## src/design/mmd_pkg.sv

```systemverilog
/*
 * Constants of the data-memory decoder of a 4-bit microcontroller.
 * Assumes one system clock and one asynchronous active-low initial reset.
 */
// What this block does
// - Program memory is 1,536 words of 12 bits, six pages of 256 steps.
// - After reset, fetch starts at page 1, step 00H.
// - Interrupt vectors sit at page 1, steps 01H to 07H.
// - Calls and interrupts push three 4-bit words onto the data-memory stack.
// - Pointer-relative operands reach only data addresses 000H to 00FH.
// - Addresses 000H to 08FH are 144 words of read/write RAM.
// - Addresses 090H to 0AFH are 32 words of write-only display memory.
// - Data space spans 188 words: 144 RAM, 32 display and 12 I/O words.
// - Address 0E4H reads the 2, 4, 8 and 16 Hz timer taps.
// - Four input-line interrupt enables, 1 enables, all 0 at reset.
// - Address 0EBH holds 2, 8, 32 Hz timer enables; D3 reads 0.
// - Address 0EDH bit D0 is the input interrupt flag, 0 at reset.
// - Address 0EFH holds 2, 8, 32 Hz timer flags, 0 at reset.
// - Output port bits reset to 0 and drive their pins as written.
// - Interrupt flags clear to 0 right after being read, except those whose event arrives in the read cycle.
// - Unused I/O bits read 0 and ignore writes.
package mmd_pkg;
    localparam int ROM_WORDS = 1536;
    localparam int ROM_STEPS = 256;
    localparam int ROM_PAGES = 6;
    localparam logic [3:0] RESET_PAGE = 4'h1;
    localparam logic [7:0] RESET_STEP = 8'h00;
    localparam logic [7:0] VECTOR_FIRST = 8'h01;
    localparam logic [7:0] VECTOR_LAST = 8'h07;
    localparam int STACK_WORDS_PER_CALL = 3;
    localparam logic [7:0] SHORT_AREA_LAST = 8'h0f;
    localparam logic [7:0] RAM_FIRST = 8'h00;
    localparam logic [7:0] RAM_LAST = 8'h8f;
    localparam int RAM_WORDS = 144;
    localparam logic [7:0] DISP_FIRST = 8'h90;
    localparam logic [7:0] DISP_LAST = 8'haf;
    localparam int DISP_WORDS = 32;
    localparam int DATA_WORDS = 188;
    localparam int IO_WORDS = 12;
    localparam logic [7:0] ADDR_INPUT_PORT = 8'he0;
    localparam logic [7:0] ADDR_TIMER_TAPS = 8'he4;
    // Input enable, timer enable, flag and output port offsets follow.
    localparam logic [7:0] ADDR_INPUT_IRQ_EN = 8'he8;
    localparam logic [7:0] ADDR_TIMER_IRQ_EN = 8'heb;
    localparam logic [7:0] ADDR_INPUT_IRQ_FLAG = 8'hed;
    localparam logic [7:0] ADDR_TIMER_IRQ_FLAG = 8'hef;
    localparam logic [7:0] ADDR_OUTPUT_PORT = 8'hf3;
    localparam logic [3:0] RESET_ZERO = 4'h0;
    localparam logic [3:0] UNDEF_READ = 4'h0;
    localparam logic [2:0] TIMER_FIELD_MASK = 3'h7;
    localparam int BIT_2HZ = 2;
    localparam int BIT_8HZ = 1;
    localparam int BIT_32HZ = 0;
endpackage : mmd_pkg

```

## src/design/mmd_ram.sv

```systemverilog
/*
 * Word memory with registered read data.
 * Assumes one clock; contents are not reset.
 */
`timescale 1ns/1ps
module mmd_ram #(
    parameter int WORDS = 144,
    parameter int AW = 8
) (
    input wire logic clk_i,
    input wire logic we_i,
    input wire logic [AW-1:0] addr_i,
    input wire logic [3:0] wdata_i,
    output logic [3:0] rdata_o
);
    // Refuses a depth that the address cannot reach.
    if (WORDS < 1 || WORDS > (1 << AW)) begin : g_bad_depth
        $error("Memory depth does not fit the address width.");
    end
    logic [3:0] mem [WORDS];
    always_ff @(posedge clk_i) begin
        if (we_i) begin
            mem[addr_i] <= wdata_i;
        end
        rdata_o <= mem[addr_i];
    end
endmodule : mmd_ram

```

## src/design/mmd_decode.sv

```systemverilog
/*
 * Data-memory map decoder with RAM, display memory and I/O registers.
 * Assumes the CPU core issues one-cycle read or write strobes, and reads
 * data one cycle after the read strobe.
 */
`timescale 1ns/1ps
module mmd_decode #(
    parameter int RAM_WORDS = mmd_pkg::RAM_WORDS,
    parameter int DISP_WORDS = mmd_pkg::DISP_WORDS
) (
    // Clock and reset.
    input wire logic CLK_I,
    input wire logic RST_N_I,
    // CPU data-memory access.
    input wire logic [7:0] ADDR_I,
    input wire logic RD_I,
    input wire logic WR_I,
    input wire logic [3:0] WDATA_I,
    output logic [3:0] RDATA_O,
    output logic RVALID_O,
    // Program counter start.
    output logic [3:0] FETCH_PAGE_O,
    output logic [7:0] FETCH_STEP_O,
    // Peripheral inputs.
    input wire logic [3:0] INPUT_PORT_LINES_I,
    input wire logic [3:0] TIMER_TAP_BITS_I,
    input wire logic [2:0] TIMER_EVENT_I,
    // Peripheral outputs.
    output logic [3:0] OUTPUT_PORT_BITS_O,
    output logic [3:0] INPUT_IRQ_ENABLE_BITS_O,
    output logic [2:0] TIMER_IRQ_ENABLES_O,
    output logic INPUT_IRQ_FLAG_O,
    output logic [2:0] TIMER_IRQ_FLAGS_O,
    output logic DISP_WE_O,
    output logic [4:0] DISP_ADDR_O,
    output logic [3:0] DISP_DATA_O
);
    // Refuses memory sizes that the fixed address map cannot serve.
    if (RAM_WORDS != mmd_pkg::RAM_WORDS || DISP_WORDS != mmd_pkg::DISP_WORDS) begin : g_bad_size
        $error("Unsupported memory sizes.");
    end

    ////////////////////////////////////////////////////////////////////////
    // Address decode.
    logic hit_ram;
    logic hit_disp;
    logic [3:0] io_rdata;
    logic io_hit;
    always_comb begin
        hit_ram = (ADDR_I <= mmd_pkg::RAM_LAST);
        hit_disp = (ADDR_I >= mmd_pkg::DISP_FIRST) && (ADDR_I <= mmd_pkg::DISP_LAST);
    end

    ////////////////////////////////////////////////////////////////////////
    // General RAM.
    logic [3:0] ram_rdata;
    mmd_ram #(.WORDS(RAM_WORDS), .AW(8)) u_ram (
        .clk_i(CLK_I),
        .we_i(WR_I && hit_ram),
        .addr_i(hit_ram ? ADDR_I : 8'h00),
        .wdata_i(WDATA_I),
        .rdata_o(ram_rdata)
    );

    ////////////////////////////////////////////////////////////////////////
    // Display memory port, write only.
    always_ff @(posedge CLK_I or negedge RST_N_I) begin
        if (!RST_N_I) begin
            DISP_WE_O <= 1'b0;
            DISP_ADDR_O <= 5'h00;
            DISP_DATA_O <= 4'h0;
        end else begin
            DISP_WE_O <= WR_I && hit_disp;
            DISP_ADDR_O <= ADDR_I[4:0] ^ mmd_pkg::DISP_FIRST[4:0];
            DISP_DATA_O <= WDATA_I;
        end
    end

    ////////////////////////////////////////////////////////////////////////
    // Program counter start values.
    always_ff @(posedge CLK_I or negedge RST_N_I) begin
        if (!RST_N_I) begin
            FETCH_PAGE_O <= mmd_pkg::RESET_PAGE;
            FETCH_STEP_O <= mmd_pkg::RESET_STEP;
        end else begin
            FETCH_PAGE_O <= mmd_pkg::RESET_PAGE;
            FETCH_STEP_O <= mmd_pkg::RESET_STEP;
        end
    end

    ////////////////////////////////////////////////////////////////////////
    // Writable I/O registers.
    always_ff @(posedge CLK_I or negedge RST_N_I) begin
        if (!RST_N_I) begin
            INPUT_IRQ_ENABLE_BITS_O <= mmd_pkg::RESET_ZERO;
            TIMER_IRQ_ENABLES_O <= 3'h0;
            OUTPUT_PORT_BITS_O <= mmd_pkg::RESET_ZERO;
        end else if (WR_I) begin
            if (ADDR_I == mmd_pkg::ADDR_INPUT_IRQ_EN) begin
                INPUT_IRQ_ENABLE_BITS_O <= WDATA_I;
            end else if (ADDR_I == mmd_pkg::ADDR_TIMER_IRQ_EN) begin
                TIMER_IRQ_ENABLES_O <= WDATA_I[2:0] & mmd_pkg::TIMER_FIELD_MASK;
            end else if (ADDR_I == mmd_pkg::ADDR_OUTPUT_PORT) begin
                OUTPUT_PORT_BITS_O <= WDATA_I;
            end
        end
    end

    ////////////////////////////////////////////////////////////////////////
    // Interrupt factor flags; a new event wins over the read clear.
    logic [3:0] in_prev_q;
    logic [3:0] in_rise;
    logic rd_in_flag;
    logic rd_tm_flag;
    always_comb begin
        in_rise = INPUT_PORT_LINES_I & ~in_prev_q & INPUT_IRQ_ENABLE_BITS_O;
        rd_in_flag = RD_I && (ADDR_I == mmd_pkg::ADDR_INPUT_IRQ_FLAG);
        rd_tm_flag = RD_I && (ADDR_I == mmd_pkg::ADDR_TIMER_IRQ_FLAG);
    end
    always_ff @(posedge CLK_I or negedge RST_N_I) begin
        if (!RST_N_I) begin
            in_prev_q <= 4'h0;
        end else begin
            in_prev_q <= INPUT_PORT_LINES_I;
        end
    end
    always_ff @(posedge CLK_I or negedge RST_N_I) begin
        if (!RST_N_I) begin
            INPUT_IRQ_FLAG_O <= 1'b0;
        end else if (|in_rise) begin
            INPUT_IRQ_FLAG_O <= 1'b1;
        end else if (rd_in_flag) begin
            INPUT_IRQ_FLAG_O <= 1'b0;
        end
    end
    always_ff @(posedge CLK_I or negedge RST_N_I) begin
        if (!RST_N_I) begin
            TIMER_IRQ_FLAGS_O <= 3'h0;
        end else begin
            TIMER_IRQ_FLAGS_O <= (rd_tm_flag ? 3'h0 : TIMER_IRQ_FLAGS_O)
                               | TIMER_EVENT_I;
        end
    end

    ////////////////////////////////////////////////////////////////////////
    // I/O read mux; reads have no side effects except flag clearing.
    always_comb begin
        io_hit = 1'b1;
        io_rdata = mmd_pkg::UNDEF_READ;
        if (ADDR_I == mmd_pkg::ADDR_INPUT_PORT) begin
            io_rdata = INPUT_PORT_LINES_I;
        end else if (ADDR_I == mmd_pkg::ADDR_TIMER_TAPS) begin
            io_rdata = TIMER_TAP_BITS_I;
        end else if (ADDR_I == mmd_pkg::ADDR_INPUT_IRQ_EN) begin
            io_rdata = INPUT_IRQ_ENABLE_BITS_O;
        end else if (ADDR_I == mmd_pkg::ADDR_TIMER_IRQ_EN) begin
            io_rdata = {1'b0, TIMER_IRQ_ENABLES_O};
        end else if (ADDR_I == mmd_pkg::ADDR_INPUT_IRQ_FLAG) begin
            io_rdata = {3'h0, INPUT_IRQ_FLAG_O};
        end else if (ADDR_I == mmd_pkg::ADDR_TIMER_IRQ_FLAG) begin
            io_rdata = {1'b0, TIMER_IRQ_FLAGS_O};
        end else if (ADDR_I == mmd_pkg::ADDR_OUTPUT_PORT) begin
            io_rdata = OUTPUT_PORT_BITS_O;
        end else begin
            io_hit = 1'b0;
        end
    end

    logic sel_ram_q;
    logic [3:0] io_rdata_q;
    always_ff @(posedge CLK_I or negedge RST_N_I) begin
        if (!RST_N_I) begin
            sel_ram_q <= 1'b0;
            io_rdata_q <= 4'h0;
            RVALID_O <= 1'b0;
        end else begin
            sel_ram_q <= RD_I && hit_ram;
            io_rdata_q <= io_hit ? io_rdata : mmd_pkg::UNDEF_READ;
            RVALID_O <= RD_I;
        end
    end
    always_comb begin
        RDATA_O = sel_ram_q ? ram_rdata : io_rdata_q;
    end
endmodule : mmd_decode

```

## config.mk

```make
export PLATFORM = sky130hd
export DESIGN_NAME = mmd_decode
export DESIGN_NICKNAME = d
export VERILOG_FILES = /design/src/design/mmd_pkg.sv /design/src/design/mmd_ram.sv /design/src/design/mmd_decode.sv
export SDC_FILE = /design/constraint.sdc
export NUM_CORES = 1
export LEC_CHECK = 0
export ABC_AREA = 1
export BUFFER_PORTS_ARGS = -buffer_cell sky130_fd_sc_hd__buf_2
export CAP_MARGIN = 20
export CORE_UTILIZATION = 40
export CTS_CLUSTER_SIZE = 24
export DETAILED_ROUTE_END_ITERATION = 10
export GPL_TIMING_DRIVEN = 0
export PLACE_DENSITY = 0.65
export SLEW_MARGIN = 20
export SYNTH_ARGS = -nofsm -noshare
export SYNTH_HDL_FRONTEND = slang
export SYNTH_SLANG_ARGS = --single-unit
```

## constraint.sdc

```tcl
create_clock -name CLK_I -period 1.2 [get_ports CLK_I]
set_input_delay 0.06 -clock CLK_I [delete_from_list [all_inputs] [get_ports CLK_I]]
set_output_delay 0.06 -clock CLK_I [all_outputs]
set_load 0.1 [all_outputs]
```

Word-level counts from Yosys, hierarchy flattened
Memories as Yosys holds them, arrays and structs flattened. A register that Yosys moved wholly into a read port is not among the register bits.
Cells that the tools add are included.
Widths: inputs -> output; s select.
{"block": "word_totals", "register_bits": 35, "ramBits": 576, "in_bits": 27, "out_inout_bits": 42, "word_cells": 63, "n_memories": 1}
{"memory": "u_ram.mem", "words": 144, "width": 4, "read_ports": 1, "rd_ports_with_merged_regs": 1, "write_ports": 1, "line": "mmd_ram.sv:20", "rtl": "logic [3:0] mem [WORDS];"}
{"block": "op_classes", "order_cmp": 3, "n_eq_ne": 7, "muxes": 22, "n_bitwise": 7, "reduce_logical": 11}
{"operator": "$eq 8x8->1 const B", "count": 7}
{"operator": "$mux 4", "count": 9}
{"operator": "$le 8x8->1 const B", "count": 2}
{"operator": "$mux 1", "count": 11}
{"operator": "$and 4x4->4", "count": 2}
{"operator": "$ge 8x8->1 const B", "count": 1}
{"operator": "$mux 8", "count": 1}
{"operator": "$logic_and 1x1->1", "count": 6}
{"operator": "$not 4->4", "count": 1}
{"operator": "$reduce_and 4->1", "count": 1}
{"operator": "$reduce_or 4->1", "count": 1}
{"operator": "$mux 3", "count": 1}
{"operator": "$not 1->1", "count": 3}
{"operator": "$or 3x3->3", "count": 1}
{"operator": "$reduce_and 3->1", "count": 1}
{"operator": "$reduce_and 2->1", "count": 1}
{"operator": "$reduce_bool 2->1", "count": 1}

Longest topological paths before layout
{"block": "logic_depth", "depth_word": 9, "ltp_mapped": 19, "mapped_depth_nobuf": 17}

Modules after synthesis
From an unflattened synthesis, not the netlist that was laid out.
{"block": "hier_totals", "hier_cells": 2524, "hier_area_um2": 25979.9}
{"mod": "mmd_ram", "instances": 1, "cells_per_inst": 2337, "area_per_inst_um2": 24339.6, "seq_area_each_um2": 17376.7}
{"mod": "mmd_decode", "instances": 1, "cells_per_inst": 187, "area_per_inst_um2": 1640.3, "seq_area_each_um2": 875.8}

Worst setup path before layout
Ideal clock, no wire load.
{"block": "synth_timing", "kind": "input-to-reg", "startpoint": "input ADDR_I[7]", "endpoint": "memory u_ram.mem[89][0], enable pin", "setup_ps": 329, "arrival_time_ps": 1501, "t_required_ps": 871, "slack_ps": -630, "cell_stages": 10, "n_path_buf": 2, "cell_sequence": "buf_2 -> inv_1 -> a21oi_1 -> nor2_1 -> nor2_1 -> inv_1 -> nor2_1 -> inv_1 -> buf_2 -> nor2_1"}
{"block": "synth_between", "elab_chain_cells": 4, "word_cells_on_any_way": 5, "classes_between": "1 x order compare; 3 x mux; 1 x reduce/logical"}
{"item": "start: declaration", "line": "mmd_decode.sv:15", "rtl": "input wire logic [7:0] ADDR_I,"}
{"item": "$le 8x8->1", "line": "mmd_decode.sv:50", "rtl": "hit_ram = (ADDR_I <= mmd_pkg::RAM_LAST);"}
{"item": "$logic_and 1x1->1", "line": "mmd_decode.sv:59", "rtl": ".we_i(WR_I && hit_ram),"}
{"item": "$mux 1", "line": "mmd_ram.sv:22", "rtl": "if (we_i) begin"}
{"item": "$mux 1 (not written as such)", "line": "mmd_ram.sv:23", "rtl": "mem[addr_i] <= wdata_i;"}
{"item": "end: declaration", "line": "mmd_ram.sv:20"}
Parallel ways exist; a longest one is shown, timed or not.

Final worst setup path
{"block": "layout_timing", "startpoint": "input ADDR_I[4]", "endpoint": "register u_ram.rdata_o[3], read port of u_ram.mem"}
{"block": "layout_between", "elab_chain_cells": 2}
{"item": "$le 8x8->1", "line": "mmd_decode.sv:50"}
{"item": "$mux 8 *", "line": "mmd_decode.sv:60", "rtl": ".addr_i(hit_ram ? ADDR_I : 8'h00),"}
{"item": "end: declaration", "line": "mmd_ram.sv:14", "rtl": "output logic [3:0] rdata_o"}
Mark *: on every way between the ends. The rest lies on a longest branch, timed or not.
A chain may end at the register's enable or synchronous reset.

==> reports/metrics.yaml <==
run_status:
  status: "complete, but fails checks"
  violations: "hold timing, setup timing"
global_routing:
  grt_first_pass_wirelength_um: 145000
  antenna_found_initial: 5
  grt_use_total_pct: 32.7
  grt.overflow.total: 0
  grt_pass1_vias: 19426
  grt_max_degree: 91
yosys:
  synth_area_per_cell_sq_um: 11.0
  yosysSeqAreaShare_pct: 71.4
  syn_area_sq_um: 25600
  syn_inst: 2328
  synth-edff-count: 576
  yosysUniqueCellTypes: 38
  synthFlopType: "edfxtp_1"
  ys_seq_elements: 615
  synth_warnings: 0
  synthArstFlopShare_pct: 5.69
cts:
  cts_hold_buffers: 27
  clkLatencyLatePin_ns: 0.62
  numCtsBuffers: 66
  root_buffer: "clkbuf_16"
  clock_sinks: 615
  clkTransAtPathRegs_ns: 0.06
  cts.path.max_buffers: 3
  htree_levels: 3
  cts_tree: "yes"
critical_path:
  critPathBufInv: 4
  cpLargestDelayFamily: "simple AND/OR/NAND/NOR gates"
  cp.arrival_ns: 2.27
  cpPeakStageDelay_ns: 0.24
  cp_cell_sequence: "buf_12, nor2_4, nand2_4, nand2_8, buf_6, nand2_8, inv_8, buf_6, nand2_1, nand2_1, nor2_1, nor2_1, nor2_1, nand3_1, nand3_1, nand2_1, nand3_2, nand2_4"
  crit_path_end_kind: "flop"
  crit_path_start_kind: "input port"
  worstSetupPathType: "input port to flop"
  rrSetupSlack_ns: -0.44
  cp_max_fo: 10
  crit_slowest_cell: "buf_6"
  required_ns: 1.75
finish:
  seq_area_sq_um: 18300
  fill_cells: 5111
  final_core_util_pct: 55.7
  fin_area_sq_um: 35100
  syn_to_final_growth_pct: 37.4
  multi_input_area_sq_um: 8520
  layout-drive-gt1-share_pct: 29.2
  nets: 2684
  final_cell_count_no_fill: 3556
timing:
  finalMaxSlewViolations: 0
  hold_slack_ns: -0.00833
  rsz0062_at_grt: "true"
  layout_setup_ws_ns: -0.514
  post-route-period-util_pct: 143
  relSlewSlack_pct: 43.8
  tightestPinTransition_ns: 0.843
  timing.fmax_mhz: 583
  final-setup-viol-count: 587
  finalHoldViolations: 3
  min_period_ns: 1.71
  tns_ns: -122.92
  skew_ns: 0.0202
floorplan:
  die_x_um: 255
  initial_utilization_pct: 40.5
  placementRows: 92
  dieArea_sq_um: 64900
  die_h_um: 255
  coreArea_sq_um: 63100
  pin_count: 69
route:
  drt_first_pass_iters: 7
  drt_iter0_drc: 2838
  routed_wl_um: 107000
  vias_per_cell: 5.85
  drc: 0
  vias: 20793
  wl_per_cell_um: 30.2
  ant_nets: 0
place:
  numPortBuffers: 54
  place_inst: 3242
  hpwl_um: 64500
  dpl_cell_area_sq_um: 28400
  globalplace.congestion: 0.961
  post-place-ws_ns: -1.90
power_and_ir_drop:
  p_leak_nw: 13.0
  powerDensity_nw_per_um2: 1420
  ir_drop_mv: 1.21
  power.total_mw: 49.9
run:
  cap_viol_max_count: 0
min_path:
  hold_path_class: "input port to flop"
[worst register-to-register path: stages, from the launching register on]
cell and delay, ns:
edfxtp_1 0.39, nand3_2 0.10, o21ai_2 0.06, nor2_2 0.14, nor2_1 0.06, nor2_1 0.19, nand2_2 0.14, nand2_2 0.08
nand4_1 0.09, nand2_1 0.13, nand3_4 0.12
[cell families after synthesis]
| kind of cell | after synthesis | share of synthesized area [%] |
|---|---|---|
| compound gates | 111 | 2.49 |
| other cells | 2 | 0.0294 |
| mux | 4 | 0.176 |
| buf+inv | 243 | 4.15 |
| flops | 615 | 71.4 |
| simple gates | 1353 | 21.7 |
[timing repair]
item / in CTS / in global routing
resized for setup: 523 / 181
pin swaps: 109 / 102
hold endpoints to repair: 328 / 6
cloned: 14 / 5
setup endpoints to repair: 626 / 602
setup buffers: 91 / 61
[power by group]
part	internal, mW	total, mW	switching [mW]	leakage [nW]
Sequential	23.6	23.7	0.0859	5.64
Clock	11.5	20.0	8.49	1.01
Combinational	1.91	6.22	4.30	6.31
Total	37.0	49.9	12.9	13.0
[sequential cells by signal, indices dropped and copies added, names as in the netlist, 4 cells and up]
register / flops
in_prev_q: 4
DISP_DATA_O: 4
u_ram.mem: 576
INPUT_IRQ_ENABLE_BITS_O: 4
io_rdata_q: 4
DISP_ADDR_O: 5
u_ram.rdata_o: 4
OUTPUT_PORT_BITS_O: 4
[path summary, 6_finish.rpt]
check	end	startpoint	depth (start not counted)
min in group asynchronous	INPUT_IRQ_ENABLE_BITS_O[0]	RST_N_I	2
max in group asynchronous	TIMER_IRQ_FLAGS_O[0]	RST_N_I	2
hold / removal	OUTPUT_PORT_BITS_O[0]	WR_I	3
setup / recovery	u_ram.rdata_o[3]	ADDR_I[4]	18
setup reg to reg	u_ram.rdata_o[0]	u_ram.mem[91][0]	10
hold reg to reg	INPUT_IRQ_FLAG_O	in_prev_q[2]	1
[routing by layer]
| metal | vias up | global-route usage (%) | share of wire (%) |
|---|---|---|---|
| li1 | 8628 | - | - |
| met1 | 10030 | 42.5 | 36 |
| met2 | 1717 | 49.1 | 44 |
| met3 | 418 | 8.55 | 13 |
| met4 | 0 | 19.6 | 7.4 |
| met5 | - | 0 | 0 |
[cell usage in the layout (no fill, tap or decap), types with 13 or more instances in the layout]
master / synthesis / layout
a21oi_1: 17 / 14
buf_12: 0 / 72
buf_2: 73 / 19
buf_4: 15 / 124
buf_6: 0 / 73
clkbuf_1: 30 / 16
clkbuf_16: 0 / 79
clkinv_1: 2 / 14
dfrtp_1: 35 / 29
dlygate4sd3_1: 0 / 26
edfxtp_1: 576 / 576
inv_1: 111 / 79
inv_4: 0 / 13
nand2_1: 662 / 597
nand2_2: 4 / 27
nand2_4: 1 / 15
nand2_8: 0 / 30
nand3_1: 261 / 246
nand4_1: 38 / 38
nor2_1: 375 / 184
nor2_2: 3 / 27
nor2_4: 2 / 169
o21ai_0: 58 / 40
o21ai_1: 10 / 19
[area by class of cell]
class	instances	area share, %
antenna	4	0.0285
buffer	119	3.98
clock buffer	91	5.42
clock inverter	26	0.481
inverter	123	1.82
multi-input combinational	1482	24.3
sequential	615	52.0
tap	846	3.02
timing repair buffer	249	8.92
timing repair inverter	1	0.0463
[Yosys cell counts (all sizes together) (4+ instances only)]
master | number | area, sq um
nand2 | 667 | 2520
nor3 | 6 | 30.0
dfrtp | 35 | 876
a21oi | 17 | 85.1
dfxtp | 4 | 80.1
nand3 | 261 | 1310
inv | 121 | 454
o21ai | 68 | 340
clkbuf | 30 | 113
buf | 90 | 485
a22o | 4 | 35.0
mux2 | 4 | 45.0
edfxtp | 576 | 17300
nand4 | 38 | 238
a41oi | 4 | 35.0
nor2 | 380 | 1450
(Power assumes the default switching activity.)
